--- src/core/relay_alarm_pkg.sv ---
`default_nettype none

package relay_alarm_pkg;

	localparam int DATA_W     = 16;
	localparam int ADDR_W     = 5;
	localparam int NUM_RELAYS = 4;

	// Per-relay block: address bit 4 low, bits 3:2 relay index, bits 1:0 field
	localparam logic [1:0] FIELD_CFG   = 2'h0;
	localparam logic [1:0] FIELD_ABOVE = 2'h1;
	localparam logic [1:0] FIELD_BELOW = 2'h2;
	localparam logic [1:0] FIELD_HYST  = 2'h3;
	localparam logic [4:0] TEST_ADDR   = 5'h10;
	localparam logic [4:0] STATUS_ADDR = 5'h11;

	// Test register fields
	localparam int TEST_MODE_BIT  = 0;
	localparam int TEST_STATE_LSB = 1;
	// Status register fields
	localparam int STAT_RELAY_LSB = 0;
	localparam int STAT_CHAN_LSB  = 4;
	localparam int STAT_TEST_BIT  = 8;
	localparam int STAT_BTN_LSB   = 9;

	typedef enum logic [2:0] {
		SRC_RELATIVE_SATURATION    = 3'h0,
		SRC_TEMPERATURE            = 3'h1,
		SRC_WATER_CONTENT_PPM      = 3'h2,
		SRC_FAULT_STATUS_SOURCE    = 3'h3,
		SRC_LIVE_DATA_STATUS_SOURCE = 3'h4
	} source_t;

	typedef enum logic {
		MODE_NORMAL = 1'b0,
		MODE_TEST   = 1'b1
	} mode_t;

	typedef struct packed {
		logic    below_valid;
		logic    above_valid;
		logic    enable;
		source_t source;
	} relay_cfg_t;

	typedef struct packed {
		logic signed [DATA_W-1:0] above;
		logic signed [DATA_W-1:0] below;
		logic signed [DATA_W-1:0] hyst;
	} setpoint_t;

	typedef struct packed {
		logic signed [DATA_W-1:0] relative_saturation;
		logic signed [DATA_W-1:0] temperature;
		logic signed [DATA_W-1:0] water_content_ppm;
	} meas_t;

	localparam relay_cfg_t CFG_RESET   = '{1'b0, 1'b0, 1'b0, SRC_RELATIVE_SATURATION};
	localparam setpoint_t  SP_RESET    = '0;
	localparam mode_t      MODE_RESET  = MODE_NORMAL;
	localparam logic [3:0] STATE_RESET = 4'h0;

endpackage

`default_nettype wire

--- src/core/hysteresis_cell.sv ---
`timescale 1ns/1ps
`default_nettype none

module hysteresis_cell
	import relay_alarm_pkg::*;
(
	input  wire logic                     clock,
	input  wire logic                     rst_b,
	input  wire logic                     meas_update,
	input  wire logic signed [DATA_W-1:0] value,
	input  wire setpoint_t                sp,
	input  wire logic                     above_valid,
	input  wire logic                     below_valid,
	output logic                          active_ff
);

	localparam int EW = DATA_W + 2;

	logic signed [EW-1:0] v;
	logic signed [EW-1:0] a;
	logic signed [EW-1:0] b;
	logic signed [EW-1:0] h;
	logic signed [EW-1:0] a_minus_h;
	logic signed [EW-1:0] a_plus_h;
	logic signed [EW-1:0] b_minus_h;
	logic signed [EW-1:0] b_plus_h;
	logic                 both;
	logic                 inverted;
	logic                 set_normal;
	logic                 hold_normal;
	logic                 set_inv;
	logic                 hold_inv;
	logic                 nxt_active;

	// Widened so setpoint plus or minus hysteresis never wraps
	assign v         = EW'(value);
	assign a         = EW'(sp.above);
	assign b         = EW'(sp.below);
	assign h         = EW'(sp.hyst);
	assign a_minus_h = a - h;
	assign a_plus_h  = a + h;
	assign b_minus_h = b - h;
	assign b_plus_h  = b + h;

	assign both     = above_valid && below_valid;
	assign inverted = both && (a < b);

	// Activates at the exact setpoint, releases only past it by the hysteresis
	assign set_normal  = (above_valid && (v >= a)) || (below_valid && (v <= b));
	assign hold_normal = (above_valid && (v > a_minus_h)) ||
	                     (below_valid && (v < b_plus_h));
	// Inverted window: active inside the band, released at the exact crossing
	assign set_inv  = (v >= a_plus_h) && (v <= b_minus_h);
	assign hold_inv = (v > a) && (v < b);

	assign nxt_active = !meas_update ? active_ff :
	                    inverted     ? (active_ff ? hold_inv : set_inv) :
	                                   (active_ff ? hold_normal : set_normal);

	always_ff @(posedge clock or negedge rst_b) begin
		if (!rst_b) begin
			active_ff <= 1'b0;
		end else begin
			active_ff <= nxt_active;
		end
	end

endmodule

`default_nettype wire

--- src/core/quantity_select.sv ---
`timescale 1ns/1ps
`default_nettype none

module quantity_select
	import relay_alarm_pkg::*;
(
	input  wire source_t                  source,
	input  wire meas_t                    meas,
	input  wire logic                     device_error,
	input  wire logic                     live_data,
	output logic signed [DATA_W-1:0]      value,
	output logic                          is_status,
	output logic                          status_level
);

	// Quantity routed to the comparator
	assign value = (source == SRC_TEMPERATURE)       ? meas.temperature :
	               (source == SRC_WATER_CONTENT_PPM) ? meas.water_content_ppm :
	                                                   meas.relative_saturation;

	assign is_status = (source == SRC_FAULT_STATUS_SOURCE) ||
	                   (source == SRC_LIVE_DATA_STATUS_SOURCE);

	// Fault source is active in normal operation, live source while data exists
	assign status_level = (source == SRC_FAULT_STATUS_SOURCE) ? !device_error :
	                      (source == SRC_LIVE_DATA_STATUS_SOURCE) && live_data;

endmodule

`default_nettype wire

--- src/core/relay_alarm_ctrl.sv ---
// Behaviour
// - Normal window: passive between setpoints, active outside
// - Inverted setpoints: passive outside the band
// - Either setpoint alone, or both, may be used
// - Activation at the exact setpoint crossing
// - Release only past setpoint by hysteresis
// - Inverted setpoints reverse the hysteresis direction
// - Fault source: active normally, released on error
// - Live source: active only while data available
// - Per-relay enable gates normal operation
// - All relays disabled after reset
// - Source: saturation, temperature, ppm, fault, live
// - Test mode forces relays ignoring enables
// - Test command sets states; clearing ends test
// - Button activates relay; lamp shows relay state
// - Slot one holds relays 1-2, slot two 3-4
//
// Added by the designer: strobed register access and the register offsets.
`timescale 1ns/1ps
`default_nettype none

module relay_alarm_ctrl
	import relay_alarm_pkg::*;
(
	input  wire logic              clock,
	input  wire logic              rst_b,
	input  wire logic [ADDR_W-1:0] reg_addr,
	input  wire logic [DATA_W-1:0] reg_wdata,
	input  wire logic              reg_wr,
	input  wire logic              reg_rd,
	output logic      [DATA_W-1:0] reg_rdata,
	input  wire meas_t             meas,
	input  wire logic              meas_update,
	input  wire logic              device_error,
	input  wire logic              live_data,
	input  wire logic [1:0]        slot1_button,
	input  wire logic [1:0]        slot2_button,
	output logic      [1:0]        slot1_relay,
	output logic      [1:0]        slot2_relay,
	output logic      [1:0]        slot1_lamp,
	output logic      [1:0]        slot2_lamp
);

	relay_cfg_t                cfg_ff [NUM_RELAYS];
	setpoint_t                 sp_ff  [NUM_RELAYS];
	mode_t                     mode_ff;
	mode_t                     nxt_mode;
	logic [NUM_RELAYS-1:0]     test_state_ff;
	logic [NUM_RELAYS-1:0]     nxt_test_state;
	logic [NUM_RELAYS-1:0]     relay_ff;
	logic [NUM_RELAYS-1:0]     nxt_relay;
	logic [NUM_RELAYS-1:0]     lamp_ff;
	logic [DATA_W-1:0]         rdata_ff;
	logic [DATA_W-1:0]         nxt_rdata;

	logic [NUM_RELAYS-1:0]     chan_state;
	logic [NUM_RELAYS-1:0]     hyst_state;
	logic [NUM_RELAYS-1:0]     status_level;
	logic [NUM_RELAYS-1:0]     is_status;
	logic [NUM_RELAYS-1:0]     enabled;
	logic [NUM_RELAYS-1:0]     button;
	logic [NUM_RELAYS-1:0]     normal_drive;
	logic [NUM_RELAYS-1:0]     test_drive;

	logic                      in_relay_block;
	logic [1:0]                relay_idx;
	logic [1:0]                field_sel;
	logic                      wr_test;
	logic [DATA_W-1:0]         relay_rd_word;
	logic [DATA_W-1:0]         status_word;
	logic [DATA_W-1:0]         test_word;
	logic [DATA_W-1:0]         rd_sel;

	// Address decode
	assign in_relay_block = !reg_addr[4];
	assign relay_idx      = reg_addr[3:2];
	assign field_sel      = reg_addr[1:0];
	assign wr_test        = reg_wr && (reg_addr == TEST_ADDR);

	// Relays 1-2 sit in slot one, relays 3-4 in slot two
	assign button = {slot2_button, slot1_button};

	genvar gi;
	generate
		for (gi = 0; gi < NUM_RELAYS; gi++) begin : g_relay
			logic signed [DATA_W-1:0] value;
			logic                     wr_here;

			assign wr_here = reg_wr && in_relay_block && (relay_idx == 2'(gi));

			always_ff @(posedge clock or negedge rst_b) begin
				if (!rst_b) begin
					cfg_ff[gi] <= CFG_RESET;
				end else if (wr_here && (field_sel == FIELD_CFG)) begin
					cfg_ff[gi] <= relay_cfg_t'(reg_wdata[$bits(relay_cfg_t)-1:0]);
				end
			end

			always_ff @(posedge clock or negedge rst_b) begin
				if (!rst_b) begin
					sp_ff[gi] <= SP_RESET;
				end else if (wr_here) begin
					if (field_sel == FIELD_ABOVE) begin
						sp_ff[gi].above <= reg_wdata;
					end
					if (field_sel == FIELD_BELOW) begin
						sp_ff[gi].below <= reg_wdata;
					end
					if (field_sel == FIELD_HYST) begin
						sp_ff[gi].hyst <= reg_wdata;
					end
				end
			end

			quantity_select u_select (
				.source       (cfg_ff[gi].source),
				.meas         (meas),
				.device_error (device_error),
				.live_data    (live_data),
				.value        (value),
				.is_status    (is_status[gi]),
				.status_level (status_level[gi])
			);

			hysteresis_cell u_hyst (
				.clock       (clock),
				.rst_b       (rst_b),
				.meas_update (meas_update),
				.value       (value),
				.sp          (sp_ff[gi]),
				.above_valid (cfg_ff[gi].above_valid),
				.below_valid (cfg_ff[gi].below_valid),
				.active_ff   (hyst_state[gi])
			);

			// Status sources follow the device state directly
			assign chan_state[gi] = is_status[gi] ? status_level[gi] : hyst_state[gi];
			assign enabled[gi]    = cfg_ff[gi].enable;
		end
	endgenerate

	// Mode control: writing the test register with the mode bit set
	// enters test mode, writing it clear returns to normal control
	always_comb begin
		nxt_mode       = mode_ff;
		nxt_test_state = test_state_ff;
		unique case (mode_ff)
			MODE_NORMAL: begin
				if (wr_test && reg_wdata[TEST_MODE_BIT]) begin
					nxt_mode       = MODE_TEST;
					nxt_test_state = reg_wdata[TEST_STATE_LSB +: NUM_RELAYS];
				end
			end
			MODE_TEST: begin
				if (wr_test) begin
					nxt_mode       = reg_wdata[TEST_MODE_BIT] ? MODE_TEST : MODE_NORMAL;
					nxt_test_state = reg_wdata[TEST_MODE_BIT] ?
					                 reg_wdata[TEST_STATE_LSB +: NUM_RELAYS] : STATE_RESET;
				end
			end
		endcase
	end

	always_ff @(posedge clock or negedge rst_b) begin
		if (!rst_b) begin
			mode_ff       <= MODE_RESET;
			test_state_ff <= STATE_RESET;
		end else begin
			mode_ff       <= nxt_mode;
			test_state_ff <= nxt_test_state;
		end
	end

	// Disabled relays stay released outside test mode unless their push button is pressed
	assign normal_drive = chan_state & enabled;
	// Test states and push buttons ignore the enable settings
	assign test_drive   = (mode_ff == MODE_TEST) ? test_state_ff : STATE_RESET;
	assign nxt_relay    = (mode_ff == MODE_TEST) ? (test_drive | button) :
	                                               (normal_drive | button);

	always_ff @(posedge clock or negedge rst_b) begin
		if (!rst_b) begin
			relay_ff <= STATE_RESET;
			lamp_ff  <= STATE_RESET;
		end else begin
			relay_ff <= nxt_relay;
			lamp_ff  <= nxt_relay;
		end
	end

	// Read path
	assign relay_rd_word = (field_sel == FIELD_CFG)   ?
	                       DATA_W'(cfg_ff[relay_idx]) :
	                       (field_sel == FIELD_ABOVE) ? sp_ff[relay_idx].above :
	                       (field_sel == FIELD_BELOW) ? sp_ff[relay_idx].below :
	                                                    sp_ff[relay_idx].hyst;

	assign test_word = DATA_W'({test_state_ff, (mode_ff == MODE_TEST)});

	assign status_word = DATA_W'({button,
	                              (mode_ff == MODE_TEST),
	                              chan_state,
	                              relay_ff});

	assign rd_sel = in_relay_block            ? relay_rd_word :
	                (reg_addr == TEST_ADDR)   ? test_word :
	                (reg_addr == STATUS_ADDR) ? status_word :
	                                            '0;

	// Read data stands only in the cycle after the strobe
	assign nxt_rdata = reg_rd ? rd_sel : '0;

	always_ff @(posedge clock or negedge rst_b) begin
		if (!rst_b) begin
			rdata_ff <= '0;
		end else begin
			rdata_ff <= nxt_rdata;
		end
	end

	assign reg_rdata   = rdata_ff;
	assign slot1_relay = relay_ff[1:0];
	assign slot2_relay = relay_ff[3:2];
	assign slot1_lamp  = lamp_ff[1:0];
	assign slot2_lamp  = lamp_ff[3:2];

endmodule

`default_nettype wire

--- config.mk ---
export PLATFORM = sky130hd
export DESIGN_NAME = relay_alarm_ctrl
export DESIGN_NICKNAME = d
export VERILOG_FILES = /design/src/core/relay_alarm_pkg.sv /design/src/core/hysteresis_cell.sv /design/src/core/quantity_select.sv /design/src/core/relay_alarm_ctrl.sv
export SDC_FILE = /design/constraint.sdc
export NUM_CORES = 2
export LEC_CHECK = 0
export ABC_AREA = 0
export ABC_CLOCK_PERIOD_IN_PS = 5710
export BUFFER_PORTS_ARGS = -buffer_cell sky130_fd_sc_hd__buf_2
export CELL_PAD_IN_SITES_DETAIL_PLACEMENT = 0
export CELL_PAD_IN_SITES_GLOBAL_PLACEMENT = 2
export CORE_MARGIN = 3
export CORE_UTILIZATION = 31
export DETAILED_ROUTE_END_ITERATION = 8
export GPL_TIMING_DRIVEN = 0
export HOLD_SLACK_MARGIN = 0.06
export PLACE_DENSITY_LB_ADDON = 0.1
export SLEW_MARGIN = 25
export SYNTH_ARGS = -nofsm -noshare
export SYNTH_HDL_FRONTEND = slang
export SYNTH_SLANG_ARGS = --single-unit
--- constraint.sdc ---
create_clock -name clock -period 5.71 [get_ports clock]
set_input_delay 0.8565 -clock clock [delete_from_list [all_inputs] [get_ports clock]]
set_output_delay 0.8565 -clock clock [all_outputs]
set_load 0.005 [all_outputs]
==> impl_metrics.yaml <==
synth:
  synth.cell_area_um2: 35660
  total_nets_after_synthesis: 5207
  synth_seq_cells: 245
  synth.distinct_cells: 82
  postSynthCellCount: 4399
  post_synth.cell_area_avg_um2: 8.106
  ys.flop_type: "sky130_fd_sc_hd__dfrtp_1"
  synth_edf_count: 0
  synth-seq-area-share: 0.1719
  synth.yosys.warnings: 0
  ys_async_sr_fraction: 1.000
cts:
  max-clock-path-buffers: 3
  h-tree-depth: 2
  tritoncts: "done"
  clkSinkCount: 245
  clk_latency_ns: 0.58
  post-cts-setup-buffer-count: 0
  tritoncts_buffers: 37
  postCtsHoldBufs: 0
  cts_root_buf: "sky130_fd_sc_hd__clkbuf_16"
  worst_setup_hold_path_clk_slew_ns: 0.06
die:
  floorplan.io_pins: 104
  fp.dieW_um: 345.2
  die_area_um2: 119100
  count_of_standard_cell_rows: 123
  vertical_die_dimension_um: 345.2
  fp.coreArea_um2: 113300
  start_util: 0.3148
setup_path:
  critPathMaxFanout: 8
  worst-endpoint-required_ns: 6.17
  nature_of_the_critical_path_endpoint: "flop"
  timing.setup.critical_path_class: "reg -> reg"
  worst-r2r-cell-count: 20
  timing.critical_path.arrival_ns: 5.83
  worst_setup_path_start_kind: "flop"
status:
  outcome: "finished, final reports clean"
global_route:
  initial_antenna_violation_count: 13
  first_global_vias: 33460
  grt_max_degree: 83
  globalRoute.totalOverflow: 0
  grt_first_pass_wirelength_mm: 250.2
  global_route.usage.total: 0.2856
sta:
  max_slew.worst_pin.slew_ns: 1.163
  layout_worst_path_cycle_share: 0.9412
  min_period_ns: 5.374
  worst_clock_skew_ns: 0.02302
  max-slew-margin-rel: 0.2249
  rsz0062_at_grt: "false"
  timing_max_transition_violations_final: 0
  fmaxAchievable_ghz: 0.1861
  report.final.setup_viol: 0
  finalHoldViolations: 0
route:
  drt_first_iter_violations: 3172
  drt_pre_antenna_iters: 5
  wl_per_cell_um: 28.99
  ant_nets: 0
  num_vias: 34760
  detail_route.drc_violations: 0
  via_per_inst: 5.713
  finalWirelength_mm: 176.4
placed_design:
  place_congestion: 0.9423
  detailed_place_hpwl_mm: 145.5
  numPlacedInstances: 6016
  port_buffers: 99
min_path:
  min_path_type: "in -> async"
layout:
  postLayoutCoreUtil: 0.3517
  nets: 5363
  final_cells: 6084
  mostFrequentLayoutCell: "sky130_fd_sc_hd__ha_1"
  layout_cell_share_with_drive_strength_beyond_1: 0.1102
  mostFrequentLayoutCells: "sky130_fd_sc_hd__ha_1, sky130_fd_sc_hd__nor2_1, sky130_fd_sc_hd__a21oi_1"
  area_growth_syn_to_layout_pct: 11.71
job:
  drv_cap: 0
power_and_ir_drop:
  vdd.ir_drop.worst_uv: 184.0
  total_power_uw: 19300
  power_density_nw_per_um2: 484.4
  p_leak_uw: 0.01814
-- worst max-delay path: stages, from the launching register on --
cell	delay, ns
sky130_fd_sc_hd__dfrtp_1	0.58
sky130_fd_sc_hd__inv_1	0.16
sky130_fd_sc_hd__ha_1	0.31
sky130_fd_sc_hd__buf_2	0.17
sky130_fd_sc_hd__nor2b_1	0.15
sky130_fd_sc_hd__o21ai_1	0.15
sky130_fd_sc_hd__a21boi_0	0.20
sky130_fd_sc_hd__o41ai_2	0.47
sky130_fd_sc_hd__o21ai_1	0.23
sky130_fd_sc_hd__a2111oi_1	0.51
sky130_fd_sc_hd__o41a_1	0.23
sky130_fd_sc_hd__xnor2_1	0.11
sky130_fd_sc_hd__ha_1	0.32
sky130_fd_sc_hd__nand3_1	0.06
sky130_fd_sc_hd__or3_1	0.35
sky130_fd_sc_hd__a211oi_1	0.21
sky130_fd_sc_hd__a311oi_1	0.08
sky130_fd_sc_hd__o221ai_1	0.32
sky130_fd_sc_hd__o311ai_0	0.19
sky130_fd_sc_hd__or3_1	0.33
sky130_fd_sc_hd__o221a_2	0.12
-- what timing repair did --
item                                    CTS  global route
resized for setup                         2            10
endpoints found under the hold margin     0             0
endpoints found under the setup margin    1             4
pin swaps                                 0             1
-- area by class of cell --
class / instances / area [µm²]
Tap cell: 1500 / 1877
Fill cell: 12190 / 73430
Multi-Input combinational cell: 3600 / 27680
Antenna cell: 1 / 2.502
Clock inverter: 22 / 205.2
Inverter: 323 / 1212
Timing Repair Buffer: 117 / 774.5
Clock buffer: 45 / 1016
Sequential cell: 245 / 6135
Buffer: 231 / 937.1
-- path summary, 6_finish.rpt --
kind	startpoint	to	slack, ns
min reg2reg	test_state_ff[2]	test_state_ff[2]	0.55
min	rst_b	reg_rdata[12]	0.17
max reg2reg	sp_ff[2]	g_relay[3].u_hyst.active_ff	0.34
max	sp_ff[2]	g_relay[3].u_hyst.active_ff	0.34
min in group clock	slot1_button[0]	lamp_ff[0]	0.53
max in group asynchronous	rst_b	sp_ff[51]	4.48
-- cells in the mapped netlist (all sizes together) (71+ instances only) --
cell type	n	area, µm²
ha	712	8909
nor2	491	1843
a21oi	442	2212
inv	319	1197
nand2	274	1028
dfrtp	245	6131
o21ai	239	1200
clkbuf	184	690.7
xnor2	147	1287
mux2	127	1430
a21o	97	728.2
nand3	75	375.4
nor3	74	370.4
o22ai	74	462.9
nand2b	71	444.2
-- cell families (layout without fill, tap and decap cells) --
| logic type | after synthesis | count (layout) | synth area share |
|---|---|---|---|
| flip-flops | 245 | 245 | 0.1719 |
| adder cells (fa/ha/maj) | 728 | 728 | 0.2588 |
| other | 0 | 1 | 0 |
| AND/OR/NAND/NOR | 1248 | 1248 | 0.1615 |
| AO/OA/AOI/OAI | 1233 | 1233 | 0.2195 |
| buffers and inverters | 554 | 738 | 0.05989 |
| XOR/XNOR | 196 | 196 | 0.04814 |
| multiplexers | 195 | 195 | 0.08024 |
-- per-stage QoR --
step | cell area [µm²] | setup slack (ns) | hold slack (ns) | TNS (ns)
3_5_place_dp | 38540 | -0.2116 | 0.5266 | -0.2116
3_3_place_gp | 38030 | -1.275 | 0.5219 | -303.96
5_1_grt | 39840 | 0.03413 | 0.1872 | 0
6_report | 39840 | 0.3356 | 0.1652 | 0
4_1_cts | 39770 | 0.04432 | 0.1653 | 0
2_1_floorplan | 35660 | 1.578 | 0.4802 | 0
-- registers in the layout, summed over array words and instances, names as in the netlist, named ones only --
signal and count:
cfg_ff 24, g_relay.u_hyst.active_ff 4, lamp_ff 4, reg_rdata 16, sp_ff 192, test_state_ff 4
-- layer usage --
metal | track usage | vias up | part of all wire
met3 | 0.03265 | 277 | 0.058
met5 | 0 | - | 0.00023
met4 | 0.08802 | 6 | 0.038
li1 | - | 16270 | -
met1 | 0.3947 | 17090 | 0.45
met2 | 0.4649 | 1117 | 0.45
-- report_power, final --
group / internal, µW / leakage [µW] / total [µW] / switching, µW
clock: 1370 / 0.000605 / 2370 / 993
combinational: 5520 / 0.0145 / 13700 / 8160
sequential: 2080 / 0.00300 / 3250 / 1180
total: 8970 / 0.0181 / 19300 / 10300
Note: power is estimated with default switching activity, not from simulation.
